--- config.mk ---
export PLATFORM = sky130hd
export DESIGN_NAME = memory_decode_remap_boot
export DESIGN_NICKNAME = d
export VERILOG_FILES = /design/src/shared/mem_decode_pkg.sv /design/src/design/memory_decode_remap_boot.sv
export SDC_FILE = /design/constraint.sdc
export NUM_CORES = 1
export LEC_CHECK = 0
export ABC_AREA = 1
export BUFFER_PORTS_ARGS = -buffer_cell sky130_fd_sc_hd__buf_2
export CORE_MARGIN = 2
export CORE_UTILIZATION = 52
export DETAILED_ROUTE_END_ITERATION = 6
export PLACE_DENSITY = 0.9
export REMOVE_ABC_BUFFERS = 1
export SLEW_MARGIN = 25
export SYNTH_ARGS = -nofsm -noshare
export SYNTH_HDL_FRONTEND = slang
export SYNTH_SLANG_ARGS = --single-unit
--- constraint.sdc ---
create_clock -name clk_i -period 2.3 [get_ports clk_i]
set_input_delay 0 -clock clk_i [delete_from_list [all_inputs] [get_ports clk_i]]
set_output_delay 0 -clock clk_i [all_outputs]
set_load 0.005 [all_outputs]
--- src/shared/mem_decode_pkg.sv ---
// constants for the memory decoder, remap and boot strap logic
package mem_decode_pkg;
    // ****************************************
    // address map
    // ****************************************
    localparam logic [31:0] ext_base = 32'h0040_0000;
    localparam logic [31:0] ext_limit = 32'hffc0_0000;
    localparam logic [31:0] vector_top = 32'h0000_0020;
    localparam int ext_bank_count = 8;
    localparam int bank_sel_lo = 20; // 1 Mbyte bank granule
    // ****************************************
    // reset timing
    // ****************************************
    localparam int fetch_delay_cycles = 80;
    localparam int strap_window_cycles = 10;
    localparam logic [6:0] fetch_cnt_init = 7'h00;
    // ****************************************
    // target regions and sizes
    // ****************************************
    typedef enum logic [2:0] {
        tgt_none, tgt_boot, tgt_sram, tgt_ext, tgt_periph
    } target_t;
    localparam logic [1:0] size_byte = 2'h0;
    localparam logic [1:0] size_half = 2'h1;
    localparam logic [1:0] size_word = 2'h2;
    localparam logic boot_width_8 = 1'b1;
endpackage

--- src/design/memory_decode_remap_boot.sv ---
// memory decoder with boot straps, remap and abort generation
`timescale 1ns/1ps

// ****************************************
// top module
// ****************************************
module memory_decode_remap_boot #(
    parameter int bank_size_log2 = 20,
    parameter int banks_used = 8
) (
    input wire logic clk_i,
    input wire logic reset_n_i,
    input wire logic wdog_reset_i,
    input wire logic boot_width_strap_i,
    input wire logic tristate_strap_n_i,
    input wire logic remap_wr_i,
    input wire logic remap_cmd_bit_i,
    input wire logic clk_out_as_io_i,
    input wire logic req_i,
    input wire logic write_i,
    input wire logic fetch_i,
    input wire logic [1:0] size_i,
    input wire logic [31:0] addr_i,
    input wire logic [banks_used-1:0] bank_defined_i,
    output logic sys_reset_n_o,
    output logic fetch_enable_o,
    output logic boot_width_8_o,
    output logic tristate_mode_o,
    output logic remapped_o,
    output logic clk_out_sel_o,
    output logic sel_sram_o,
    output logic sel_boot_o,
    output logic sel_ext_o,
    output logic sel_periph_o,
    output logic [banks_used-1:0] chip_select_n_o,
    output logic [3:0] byte_en_o,
    output logic abort_o
);
    // ****************************************
    // reset release and watchdog merge
    // ****************************************
    logic pin_rst_s1_q;
    logic pin_rst_s2_q;
    logic sys_rst_n_q;
    // timeline after the pin rises, counted in clock edges:
    //   edge 1  first sync flop goes high, straps are captured next
    //   edge 2  second sync flop high, pin reset no longer active
    //   edge 3  internal reset released to the rest of the block
    //   edge 4  sys_reset_n_o follows, fetch counter starts
    //   edge 80 fetch_enable_o rises
    // the watchdog path skips the strap capture entirely, so the
    // boot width and tristate modes of the last pin reset survive
    // it; a watchdog pulse that overlaps a pin reset is ignored
    // because the pin already holds everything in reset

    // pin reset acts at once, release waits two clock edges
    always_ff @(posedge clk_i or negedge reset_n_i) begin
        if (!reset_n_i) begin
            pin_rst_s1_q <= 1'b0;
            pin_rst_s2_q <= 1'b0;
        end else begin
            pin_rst_s1_q <= 1'b1;
            pin_rst_s2_q <= pin_rst_s1_q;
        end
    end

    // watchdog reset only counts while the pin is released
    wire pin_active = !pin_rst_s2_q;
    wire wdog_active = wdog_reset_i && !pin_active;
    always_ff @(posedge clk_i or negedge reset_n_i) begin
        if (!reset_n_i) begin
            sys_rst_n_q <= 1'b0;
        end else begin
            sys_rst_n_q <= !(pin_active || wdog_active);
        end
    end

    // ****************************************
    // strap sampling
    // ****************************************
    // three-flop synchronisers; the first flop feeds only the second
    logic [2:0] bw_sync_q;
    logic [2:0] tri_sync_q;
    logic [3:0] tri_low_cnt_q;
    logic bw_last_q;
    logic boot_width_q;
    logic tristate_q;

    // no reset here on purpose: the straps only matter while the pin
    // holds reset, so these flops must keep sampling then; an async
    // clear would pin them at fixed values for the whole window
    always_ff @(posedge clk_i) begin
        bw_sync_q <= {bw_sync_q[1:0], boot_width_strap_i};
        tri_sync_q <= {tri_sync_q[1:0], tristate_strap_n_i};
    end

    wire bw_stable = bw_sync_q[1] == bw_sync_q[2];
    wire tri_low = !tri_sync_q[1] && !tri_sync_q[2];
    // release edge of the pin reset: straps are captured here only
    wire pin_release = pin_rst_s2_q && !pin_rst_s1_q ? 1'b0 :
        (pin_rst_s1_q && !pin_rst_s2_q);
    wire [3:0] tri_cnt_max = 4'(mem_decode_pkg::strap_window_cycles);

    // the tristate counter counts synchronised low cycles and stops
    // at the window length; any high cycle starts it again, so only
    // a strap held low over the whole final window selects tristate.
    // the release edge still counts, as it sees the pin as active,
    // but the capture happens on that same edge and misses that count.
    // limitation: the counter has no reset, straps must be steady
    // sampling runs only while the pin holds reset; the straps keep
    // their levels across a watchdog reset because it never gets here
    always_ff @(posedge clk_i) begin
        if (pin_active) begin
            if (bw_stable) begin
                bw_last_q <= bw_sync_q[2];
            end
            if (!tri_low) begin
                tri_low_cnt_q <= 4'h0;
            end else if (tri_low_cnt_q != tri_cnt_max) begin
                tri_low_cnt_q <= tri_low_cnt_q + 4'h1;
            end
        end
    end

    // latched modes: loaded at pin release only, never by watchdog
    always_ff @(posedge clk_i) begin
        if (pin_release) begin
            boot_width_q <= bw_last_q;
            tristate_q <= (tri_low_cnt_q == tri_cnt_max);
        end
    end

    // ****************************************
    // first fetch delay
    // ****************************************
    // edge 3 releases the internal reset, the counter runs from edge 4
    // to its end value, then two flops (enable and output) follow;
    // subtracting five lands the output on the 80th edge after release
    localparam logic [6:0] fetch_cnt_end =
        7'(mem_decode_pkg::fetch_delay_cycles - 5);
    logic [6:0] fetch_cnt_q;
    logic fetch_en_q;

    always_ff @(posedge clk_i or negedge reset_n_i) begin
        if (!reset_n_i) begin
            fetch_cnt_q <= mem_decode_pkg::fetch_cnt_init;
            fetch_en_q <= 1'b0;
        end else if (!sys_rst_n_q) begin
            fetch_cnt_q <= mem_decode_pkg::fetch_cnt_init;
            fetch_en_q <= 1'b0;
        end else if (fetch_cnt_q != fetch_cnt_end) begin
            fetch_cnt_q <= fetch_cnt_q + 7'h01;
        end else begin
            fetch_en_q <= 1'b1;
        end
    end

    // ****************************************
    // remap control
    // ****************************************
    logic remap_q;
    // one-way: a zero write is ignored, only reset clears it
    always_ff @(posedge clk_i or negedge reset_n_i) begin
        if (!reset_n_i) begin
            remap_q <= 1'b0;
        end else if (!sys_rst_n_q) begin
            remap_q <= 1'b0;
        end else if (remap_wr_i && remap_cmd_bit_i) begin
            remap_q <= 1'b1;
        end
    end

    // ****************************************
    // address decode
    // ****************************************
    // three regions by plain compares on the full address:
    //   below the external base    internal memories
    //   at or above the top limit  internal peripherals
    //   everything between         external bus unit banks
    // the compares are cheap next to a full table and keep the
    // region edges in the package; bank decode below only looks
    // at the external window, so the low and high regions never
    // reach a chip select except cs0 for boot before remap
    wire in_low = addr_i < mem_decode_pkg::ext_base;
    wire in_high = addr_i >= mem_decode_pkg::ext_limit;
    wire in_ext = !in_low && !in_high;
    // before remap the whole low region shows the boot memory
    wire go_boot = in_low && !remap_q;
    wire go_sram = in_low && remap_q;
    wire [7:0] bank_idx = addr_i[bank_size_log2 +: 8];
    wire [7:0] bank_rel = bank_idx - 8'(mem_decode_pkg::ext_base
        >> bank_size_log2);
    // cs0 follows the external window and boot before remap; cs1..7 serve the external window only
    wire bank_ok = (bank_rel < 8'(banks_used)) &&
        bank_defined_i[bank_rel[2:0]];
    wire ext_abort = req_i && in_ext && !bank_ok;

    // little-endian lane enables for byte, half and word; lane 0 is
    // the lowest address byte. misaligned halves and words are not
    // split: addr_i[0] is ignored for halves and addr_i[1:0] for words, which is
    // what the aligned-only external bus expects anyway
    logic [3:0] lanes;
    always_comb begin
        case (size_i)
            mem_decode_pkg::size_byte: lanes = 4'h1 << addr_i[1:0];
            mem_decode_pkg::size_half: lanes = addr_i[1] ? 4'hc : 4'h3;
            mem_decode_pkg::size_word: lanes = 4'hf;
            default: lanes = 4'hf;
        endcase
    end

    // per-bank chip selects, active low
    logic [banks_used-1:0] cs_n_d;
    generate
        for (genvar b = 0; b < banks_used; b++) begin : g_cs
            // boot memory rides on bank zero before remap
            assign cs_n_d[b] = !(req_i && ((in_ext && bank_ok &&
                bank_rel[2:0] == 3'(b)) || (b == 0 && go_boot)));
        end
    endgenerate

    // ****************************************
    // registered outputs
    // ****************************************
    // every select, lane and abort answers one cycle after the
    // request edge and stands for exactly one cycle per request.
    // chip selects are forced high while the internal reset is
    // held or tristate mode was strapped, so no external device
    // sees a strobe then; the abort is also masked in reset
    // registered so every output comes from a flop; SRAM still one cycle
    always_ff @(posedge clk_i or negedge reset_n_i) begin
        if (!reset_n_i) begin
            sel_sram_o <= 1'b0;
            sel_boot_o <= 1'b0;
            sel_ext_o <= 1'b0;
            sel_periph_o <= 1'b0;
            chip_select_n_o <= '1;
            byte_en_o <= 4'h0;
            abort_o <= 1'b0;
        end else begin
            sel_sram_o <= req_i && go_sram;
            sel_boot_o <= req_i && go_boot;
            sel_ext_o <= req_i && in_ext && bank_ok;
            sel_periph_o <= req_i && in_high;
            chip_select_n_o <= (sys_rst_n_q && !tristate_q) ?
                cs_n_d : '1;
            // peripherals are word only: lanes forced to a word
            byte_en_o <= !req_i ? 4'h0 : (in_high ? 4'hf : lanes);
            abort_o <= ext_abort && sys_rst_n_q;
        end
    end

    // status outputs
    always_ff @(posedge clk_i or negedge reset_n_i) begin
        if (!reset_n_i) begin
            sys_reset_n_o <= 1'b0;
            fetch_enable_o <= 1'b0;
            boot_width_8_o <= mem_decode_pkg::boot_width_8;
            tristate_mode_o <= 1'b0;
            remapped_o <= 1'b0;
            clk_out_sel_o <= 1'b1;
        end else begin
            sys_reset_n_o <= sys_rst_n_q;
            // tristate only silences pin drivers; the core still runs
            fetch_enable_o <= fetch_en_q;
            boot_width_8_o <= boot_width_q;
            tristate_mode_o <= tristate_q;
            remapped_o <= remap_q;
            // reset hands the pin back to the clock copy
            clk_out_sel_o <= !sys_rst_n_q || !clk_out_as_io_i;
        end
    end

    // bank timing is held in the external bus unit
    // this decoder passes it the bank select and lane enables only.
    // the bank size parameter covers the range from eight small to
    // four large banks; with larger banks the unused upper selects
    // simply stay high because bank_defined_i marks them undefined,
    // and any access there aborts like any other hole in the
    // external window
endmodule // memory_decode_remap_boot

==> results of run 1 <==
## synthesized netlist by cell type
master / n / area share [%]
a21oi_1: 13 / 3.1
nand3b_2: 1 / 0.54
buf_6: 1 / 0.54
nand2_4: 1 / 0.54
nand3_4: 1 / 0.85
nor3_1: 8 / 1.9
edfxtp_1: 7 / 10
nor2_4: 1 / 0.54
nand3_1: 6 / 1.4
nand2_1: 43 / 7.8
xor2_1: 3 / 1.3
nor3_4: 1 / 0.79
dfstp_2: 10 / 13
or2_2: 2 / 0.60
nor2_1: 27 / 4.9
inv_2: 3 / 0.54
nor3_2: 1 / 0.48
nand4_1: 8 / 2.4
ha_1: 5 / 3.0
dfrtp_1: 25 / 30
dfxtp_1: 6 / 5.8
inv_4: 1 / 0.30
nand2_2: 3 / 0.91
nor2_2: 2 / 0.60
nand3_2: 2 / 0.97
inv_1: 28 / 5.1
xnor2_1: 2 / 0.85
nor2_8: 1 / 0.97
conb_1: 1 / 0.18
## cell type report
| cell class | instances | area, µm² | area share, % |
|---|---|---|---|
| sequential | 48 | 1219 | 46.63 |
| multi-input combinational | 132 | 719.4 | 27.53 |
| timing repair buffer | 63 | 355.3 | 13.60 |
| inverter | 32 | 122.6 | 4.691 |
| clock buffer | 5 | 68.82 | 2.633 |
| clock inverter | 3 | 68.82 | 2.633 |
| tap | 48 | 60.06 | 2.298 |
## power groups by stage
stage | clock network (mW) | logic [mW] | registers (mW)
floorplan | 0 | 0.0943 | 0.942
global placement | 0 | 0.164 | 0.943
detailed placement | 0 | 0.170 | 0.945
CTS | 0.723 | 0.182 | 0.929
global route | 0.763 | 0.207 | 0.934
finish | 0.710 | 0.181 | 0.929
## worst max-delay path: cells and delay by family, from the launching register on
kind	cells	cell delay, ns
DFF	1	0.41
AOI/OAI and AO/OA	1	0.32
adders and majority gates	1	0.19
and+or+nand+nor	2	0.12
buffers and inverters	1	0.07
## worst paths after layout
| kind | to | cells after the start | slack (ns) | startpoint |
|---|---|---|---|---|
| hold / removal | byte_en_o[1] | 3 | 0.02 | size_i[1] |
| max in group asynchronous | sel_boot_o | 2 | 1.53 | reset_n_i |
| min in group asynchronous | remapped_o | 2 | 0.30 | reset_n_i |
| setup / recovery | tri_low_cnt_q[1] | 5 | 0.84 | tri_low_cnt_q[0] |
| setup reg to reg | tri_low_cnt_q[1] | 5 | 0.84 | tri_low_cnt_q[0] |
| hold reg to reg | tri_sync_q[1] | 0 | 0.33 | tri_sync_q[0] |
## metal layers
layer / global-route usage (%) / vias up / routed length (µm)
met5: 0 / - / 0
met4: 5.867 / 0 / 60
met3: 6.757 / 8 / 273
met2: 33.79 / 51 / 1818
met1: 22.32 / 699 / 1548
li1: - / 810 / -
## flip-flops by register name, summed over array words and instances (netlist names), 3 cells and up
signal / flops
bw_sync_q: 3
fetch_cnt_q: 7
tri_sync_q: 3
tri_low_cnt_q: 4
chip_select_n_o: 8
byte_en_o: 4
## cells by family after synthesis
logic type	count (synthesis)	synth area share, %
AND/OR/NAND/NOR	108	26.27
flip-flops	48	58.82
buffers and inverters	33	6.461
AO/OA/AOI/OAI	13	3.140
XOR/XNOR	5	2.114
adder cells (fa/ha/maj)	5	3.019
other	1	0.1810
## what timing repair did
action | CTS | global route
buffers inserted | 0 | 0
resized for setup | 0 | 0
hold buffers | 8 | 0
hold endpoints to repair | 32 | 0
endpoints found under the setup margin | 0 | 0
## stage by stage
| stage | cells | hold slack, ns | total power, mW | cell area [µm²] |
|---|---|---|---|---|
| after floorplan | 212 | -0.2956 | 1.036 | 2061 |
| after global placement | 315 | 0.09811 | 1.107 | 2396 |
| after detailed placement | 315 | 0.1011 | 1.115 | 2396 |
| after CTS | 331 | 0.01127 | 1.835 | 2614 |
| after global routing | 331 | 0.03322 | 1.904 | 2614 |
| final | 331 | 0.01600 | 1.820 | 2614 |
==> load_flow_metrics.sql, run 1 <==
INSERT INTO impl_metrics (metric_group, metric, value, unit) VALUES
('status', 'status', 'finished, final reports clean', ''),
('timing', 'setup_ws', '0.8448', 'ns'),
('yosys', 'synthCells', '213', ''),
('floorplanning', 'floorplan.die_area', '4506', 'µm²'),
('global_route', 'grt.overflow.total', '0', ''),
('clock_network', 'cts_max_level', '2', ''),
('pwr', 'p_leak', '1.315', 'nW'),
('finish', 'antenna_cells_inserted', '0', ''),
('timing', 'final_max_slew_viol_count', '0', ''),
('setup_path', 'timing.critical_path.arrival', '1.42', 'ns'),
('clock_network', 'cts_inserted_buffers', '5', ''),
('finish', 'commonest_cells_after_routing_fill_and_taps_aside', 'buf_2, nand2_1, inv_1', ''),
('timing', 'worst_pin_slew', '0.7419', 'ns'),
('floorplanning', 'dieWidth', '67.13', 'µm'),
('route', 'drt-total-wl', '3700', 'µm'),
('pwr', 'power_switching_share', '22.16', '%'),
('pwr', 'pwr-share-comb', '9.9', '%'),
('finish', 'final_core_utilization', '69.82', '%'),
('timing', 'clock-skew-final', '0.006845', 'ns'),
('timing', 'max_clock_freq', '687.2', 'MHz'),
('yosys', 'netlist-cell-type-count', '29', ''),
('floorplanning', 'initial_core_util', '55.35', '%'),
('global_route', 'grt_pass1_wl', '6334', 'µm'),
('setup_path', 'critical_path_class', 'register to register', ''),
('timing', 'grt_setup_unrepaired', 'no', ''),
('place', 'port_buffers', '55', ''),
('pwr', 'internal-power', '1.416', 'mW'),
('setup_path', 'timing.critical_path.required', '2.26', 'ns'),
('clock_network', 'clk_pin_slew', '0.09', 'ns'),
('setup_path', 'worst_setup_path_start_kind', 'register', ''),
('place', 'placed_wire_length_estimate', '2691', 'µm'),
('yosys', 'ys_seq_elements', '48', ''),
('min_path', 'worst_hold_path_type', 'primary input to register', ''),
('floorplanning', 'floorplan.io_pins', '76', ''),
('finish', 'filler_cell_count', '302', ''),
('clock_network', 'cts_num_sinks', '48', ''),
('pwr', 'vdd_drop_max', '0.6091', 'mV'),
('pwr', 'power_density', '696.2', 'nW/µm²'),
('route', 'routed_via_density', '4.737', ''),
('setup_path', 'crit_path_end_kind', 'register', ''),
('timing', 'worst_slew_margin_rel', '50.54', '%'),
('global_route', 'globalRouteTotalUtil', '19.36', '%'),
('job', 'max-cap-violations', '0', ''),
('clock_network', 'clock_latency', '0.30', 'ns'),
('pwr', 'seqPwrFrac', '51.1', '%'),
('yosys', 'syn-cell-area', '2072', 'µm²'),
('finish', 'layout_commonest_cell', 'buf_2', ''),
('global_route', 'number_of_antenna_violations_at_the_first_check_in_global_routing', '0', ''),
('route', 'detailedRoute.firstPassIterationCount', '4', ''),
('clock_network', 'cts.root.buffer_cell', 'clkbuf_8', ''),
('clock_network', 'buffers_from_clock_root_to_sink_at_most', '2', ''),
('setup_path', 'cpPeakStageDelay', '0.41', 'ns'),
('timing', 'number_of_endpoints_failing_setup_at_the_final_stage', '0', ''),
('timing', 'final_hold_viol_count', '0', ''),
('timing', 'layout_min_cycle_time', '1.455', 'ns'),
('floorplanning', 'rows', '22', ''),
('pwr', 'power.share.clock', '39.0', '%'),
('finish', 'num-nets-final', '340', ''),
('route', 'drt.antenna.violating_nets', '0', ''),
('setup_path', 'slowest_stage', 'edfxtp_1', ''),
('timing', 'fin_setup_tns', '0', 'ns'),
('global_route', 'pin_count_of_the_biggest_net_entering_global_routing', '36', ''),
('yosys', 'syn_avg_cell_area', '9.728', 'µm²'),
('yosys', 'seq_area_frac_synth', '58.82', '%'),
('setup_path', 'cell_breakdown_of_the_critical_path', 'inv_1 > ha_1 > nand2_1 > nor2_1 > a21oi_1', ''),
('pwr', 'power.net_switching', '0.4033', 'mW'),
('clock_network', 'tritoncts', 'yes', ''),
('floorplanning', 'die_height', '67.13', 'µm'),
('route', 'vias', '1568', ''),
('place', 'gp_congestion', '0.8275', ''),
('route', 'detail_route.wl_per_cell', '11.18', 'µm'),
('route', 'drt_iter0_drc', '89', ''),
('timing', 'final.period_utilization', '63.27', '%'),
('yosys', 'synthesis.yosys.warnings', '0', ''),
('route', 'drc_errors', '0', ''),
('finish', 'area_growth_syn_to_layout', '26.15', '%'),
('place', 'dp_slack', '0.8697', 'ns'),
('setup_path', 'crit_fanout', '4', ''),
('floorplanning', 'core_area', '3744', 'µm²'),
('finish', 'drive_above_1_share', '32.86', '%'),
('global_route', 'grt_pass1_vias', '1473', '');
No activity file was read; power rests on OpenSTA's default activity.
==> run 2, diff against run 1 <==
- CORE_UTILIZATION: 52 -> 44
- PLACE_DENSITY: 0.9 -> 0.82
- clock period: 2.3 -> 1.2 ns (I/O delays scaled with it)
==> load_flow_metrics.sql, run 2 (same netlist as run 1, synthesis figures left out) <==
INSERT INTO impl_metrics (metric_group, metric, value, unit) VALUES
('timing', 'fin_setup_tns', '-0.5639', 'ns'),
('timing', 'grt_setup_unrepaired', 'yes', ''),
('pwr', 'power.net_switching', '0.7928', 'mW'),
('setup_path', 'reg2reg_from', 'tri_low_cnt_q[1]', ''),
('place', 'dp_slack', '-0.05364', 'ns'),
('status', 'status', 'complete, but fails checks', ''),
('finish', 'commonest_cells_after_routing_fill_and_taps_aside', 'buf_2, nand2_1, inv_1, nor2_1, dfrtp_1', ''),
('finish', 'largest_register_ffs', '8', ''),
('clock_network', 'buffers_from_clock_root_to_sink_at_most', '2', ''),
('floorplanning', 'core_area', '4444', 'µm²'),
('timing', 'final_hold_viol_count', '0', ''),
('setup_path', 'cell_breakdown_of_the_critical_path', 'ha_4 > nand2_4 > nor2_4 > a21oi_2 > buf_4', ''),
('status', 'violations', 'setup timing', ''),
('finish', 'drive_above_1_share', '42.47', '%'),
('min_path', 'worst_hold_path_type', 'primary input to register', ''),
('pwr', 'p_leak', '1.394', 'nW'),
('finish', 'area_growth_syn_to_layout', '34.96', '%'),
('timing', 'number_of_endpoints_failing_setup_at_the_final_stage', '10', ''),
('setup_path', 'worstSetupStartpoint', 'tri_low_cnt_q[1]', ''),
('route', 'vias', '1643', ''),
('finish', 'final_core_utilization', '62.92', '%'),
('pwr', 'power_density', '1202', 'nW/µm²'),
('global_route', 'grt_pass1_vias', '1601', ''),
('clock_network', 'clock_latency', '0.29', 'ns'),
('pwr', 'pwr-share-comb', '13.7', '%'),
('timing', 'timing.hold.ws', '0.01224', 'ns'),
('pwr', 'seqPwrFrac', '53.1', '%'),
('setup_path', 'timing.critical_path.arrival', '1.30', 'ns'),
('finish', 'reg.largest.list', 'chip_select_n_o: 8 flops, fetch_cnt_q: 7 flops', ''),
('finish', 'antenna_cells_inserted', '0', ''),
('setup_path', 'crit_fanout', '4', ''),
('pwr', 'power_switching_share', '23.59', '%'),
('timing', 'max_clock_freq', '776.3', 'MHz'),
('floorplanning', 'floorplan.die_area', '5274', 'µm²'),
('floorplanning', 'dieWidth', '72.62', 'µm'),
('floorplanning', 'floorplan.io_pins', '76', ''),
('timing', 'final.period_utilization', '107.3', '%'),
('route', 'routed_via_density', '4.681', ''),
('route', 'detail_route.wl_per_cell', '11.46', 'µm'),
('setup_path', 'rr_endpoint', 'tri_low_cnt_q[0]', ''),
('finish', 'filler_cell_count', '368', ''),
('timing', 'final_max_slew_viol_count', '0', ''),
('setup_path', 'r2r.worst_path.cells', '5', ''),
('floorplanning', 'rows', '24', ''),
('route', 'detailedRoute.firstPassIterationCount', '4', ''),
('clock_network', 'cts_inserted_buffers', '5', ''),
('setup_path', 'slowest_stage', 'edfxtp_1', ''),
('setup_path', 'worstSetupEndpoint', 'tri_low_cnt_q[0]', ''),
('place', 'gp_congestion', '0.8013', ''),
('finish', 'layout_commonest_cell', 'buf_2', ''),
('finish', 'num-nets-final', '356', ''),
('setup_path', 'rrSetupSlack', '-0.09', 'ns'),
('route', 'drc_errors', '0', ''),
('clock_network', 'clk_pin_slew', '0.08', 'ns'),
('route', 'drt_iter0_drc', '93', ''),
('clock_network', 'tritoncts', 'yes', ''),
('route', 'drt-total-wl', '4024', 'µm'),
('pwr', 'power.share.clock', '33.2', '%'),
('clock_network', 'cts.root.buffer_cell', 'clkbuf_8', ''),
('floorplanning', 'die_height', '72.62', 'µm'),
('timing', 'clock-skew-final', '0.005462', 'ns'),
('place', 'placed_wire_length_estimate', '2978', 'µm'),
('global_route', 'globalRouteTotalUtil', '16.68', '%'),
('setup_path', 'crit_path_end_kind', 'register', ''),
('route', 'drt.antenna.violating_nets', '0', ''),
('pwr', 'vdd_drop_max', '1.101', 'mV'),
('place', 'port_buffers', '55', ''),
('global_route', 'grt_pass1_wl', '6851', 'µm'),
('timing', 'layout_min_cycle_time', '1.288', 'ns'),
('floorplanning', 'initial_core_util', '46.62', '%'),
('setup_path', 'critical_path_class', 'register to register', ''),
('setup_path', 'timing.critical_path.required', '1.21', 'ns'),
('setup_path', 'cpPeakStageDelay', '0.46', 'ns'),
('timing', 'setup_ws', '-0.08809', 'ns'),
('pwr', 'internal-power', '2.569', 'mW'),
('clock_network', 'cts_max_level', '2', ''),
('job', 'max-cap-violations', '0', ''),
('global_route', 'grt.overflow.total', '0', ''),
('setup_path', 'worst_setup_path_start_kind', 'register', ''),
('finish', 'top_register', 'chip_select_n_o', ''),
('global_route', 'number_of_antenna_violations_at_the_first_check_in_global_routing', '0', ''),
('global_route', 'pin_count_of_the_biggest_net_entering_global_routing', '36', ''),
('clock_network', 'cts_num_sinks', '48', '');
==> run 2: cell count changes in the layout (fill, tap and decap cells not counted), moves of 3 or more <==
cell	previous run	this run
inv_1	28	25
inv_2	3	6
nor3_2	1	4
nand2_2	3	8
buf_4	0	17
nor3_1	8	5
nand2_1	43	37
==> run 2: worst min path at each step <==
stage	startpoint	end	slack, ns	cells past startpoint
after detailed placement	reset_n_i	remapped_o	0.05	2
after global routing	req_i	sel_ext_o	0.009	3
after CTS	req_i	abort_o	0.006	3
after global placement	reset_n_i	remapped_o	0.05	2
final	req_i	sel_ext_o	0.01	3
after floorplan	reset_n_i	abort_o	-0.30	0
==> run 2: layout make-up <==
class	count	area (µm²)	share of cell area [%]
inverter	32	122.6	4.385
timing repair buffer	79	473.0	16.91
sequential	48	1219	43.58
clock inverter	3	42.54	1.521
tap	52	65.06	2.327
clock buffer	5	68.82	2.461
multi-input combinational	132	805.8	28.81
==> run 2: power by group through the flow <==
stage	Combinational [mW]	Sequential, mW	Clock [mW]
after floorplan	0.181	1.80	0
after global placement	0.392	1.79	0
after detailed placement	0.408	1.80	0
after CTS	0.443	1.78	1.15
after global routing	0.520	1.80	1.22
final	0.459	1.79	1.12
==> run 2: critical path, delay by kind of cell (launching register included) <==
| family | cells | cell delay, ns |
|---|---|---|
| AO/OA/AOI/OAI | 1 | 0.11 |
| adder cells (fa/ha/maj) | 1 | 0.20 |
| buffers and inverters | 1 | 0.14 |
| flip-flops | 1 | 0.46 |
| AND/OR/NAND/NOR | 2 | 0.11 |
==> run 2: layer usage <==
layer	track usage (%)	wire, µm
met5	0	0
met2	29.49	2008
met1	20.62	1758
met3	4.144	214
met4	3.704	42
==> run 2: per-stage QoR <==
stage               cell area [µm²]  std cells  total power, mW
detailed placement             2514        334            2.206
CTS                            2733        350            3.376
global route                   2796        351            3.533
floorplan                      2061        212            1.985
global placement               2514        334            2.186
finish                         2796        351            3.362
==> run 2: repair_timing <==
item	4_1_cts	5_1_grt
hold buffers	7	0
endpoints found under the hold margin	30	0
gates resized for setup	9	15
buffers inserted	1	1
endpoints found under the setup margin	10	13
pin swaps	3	7
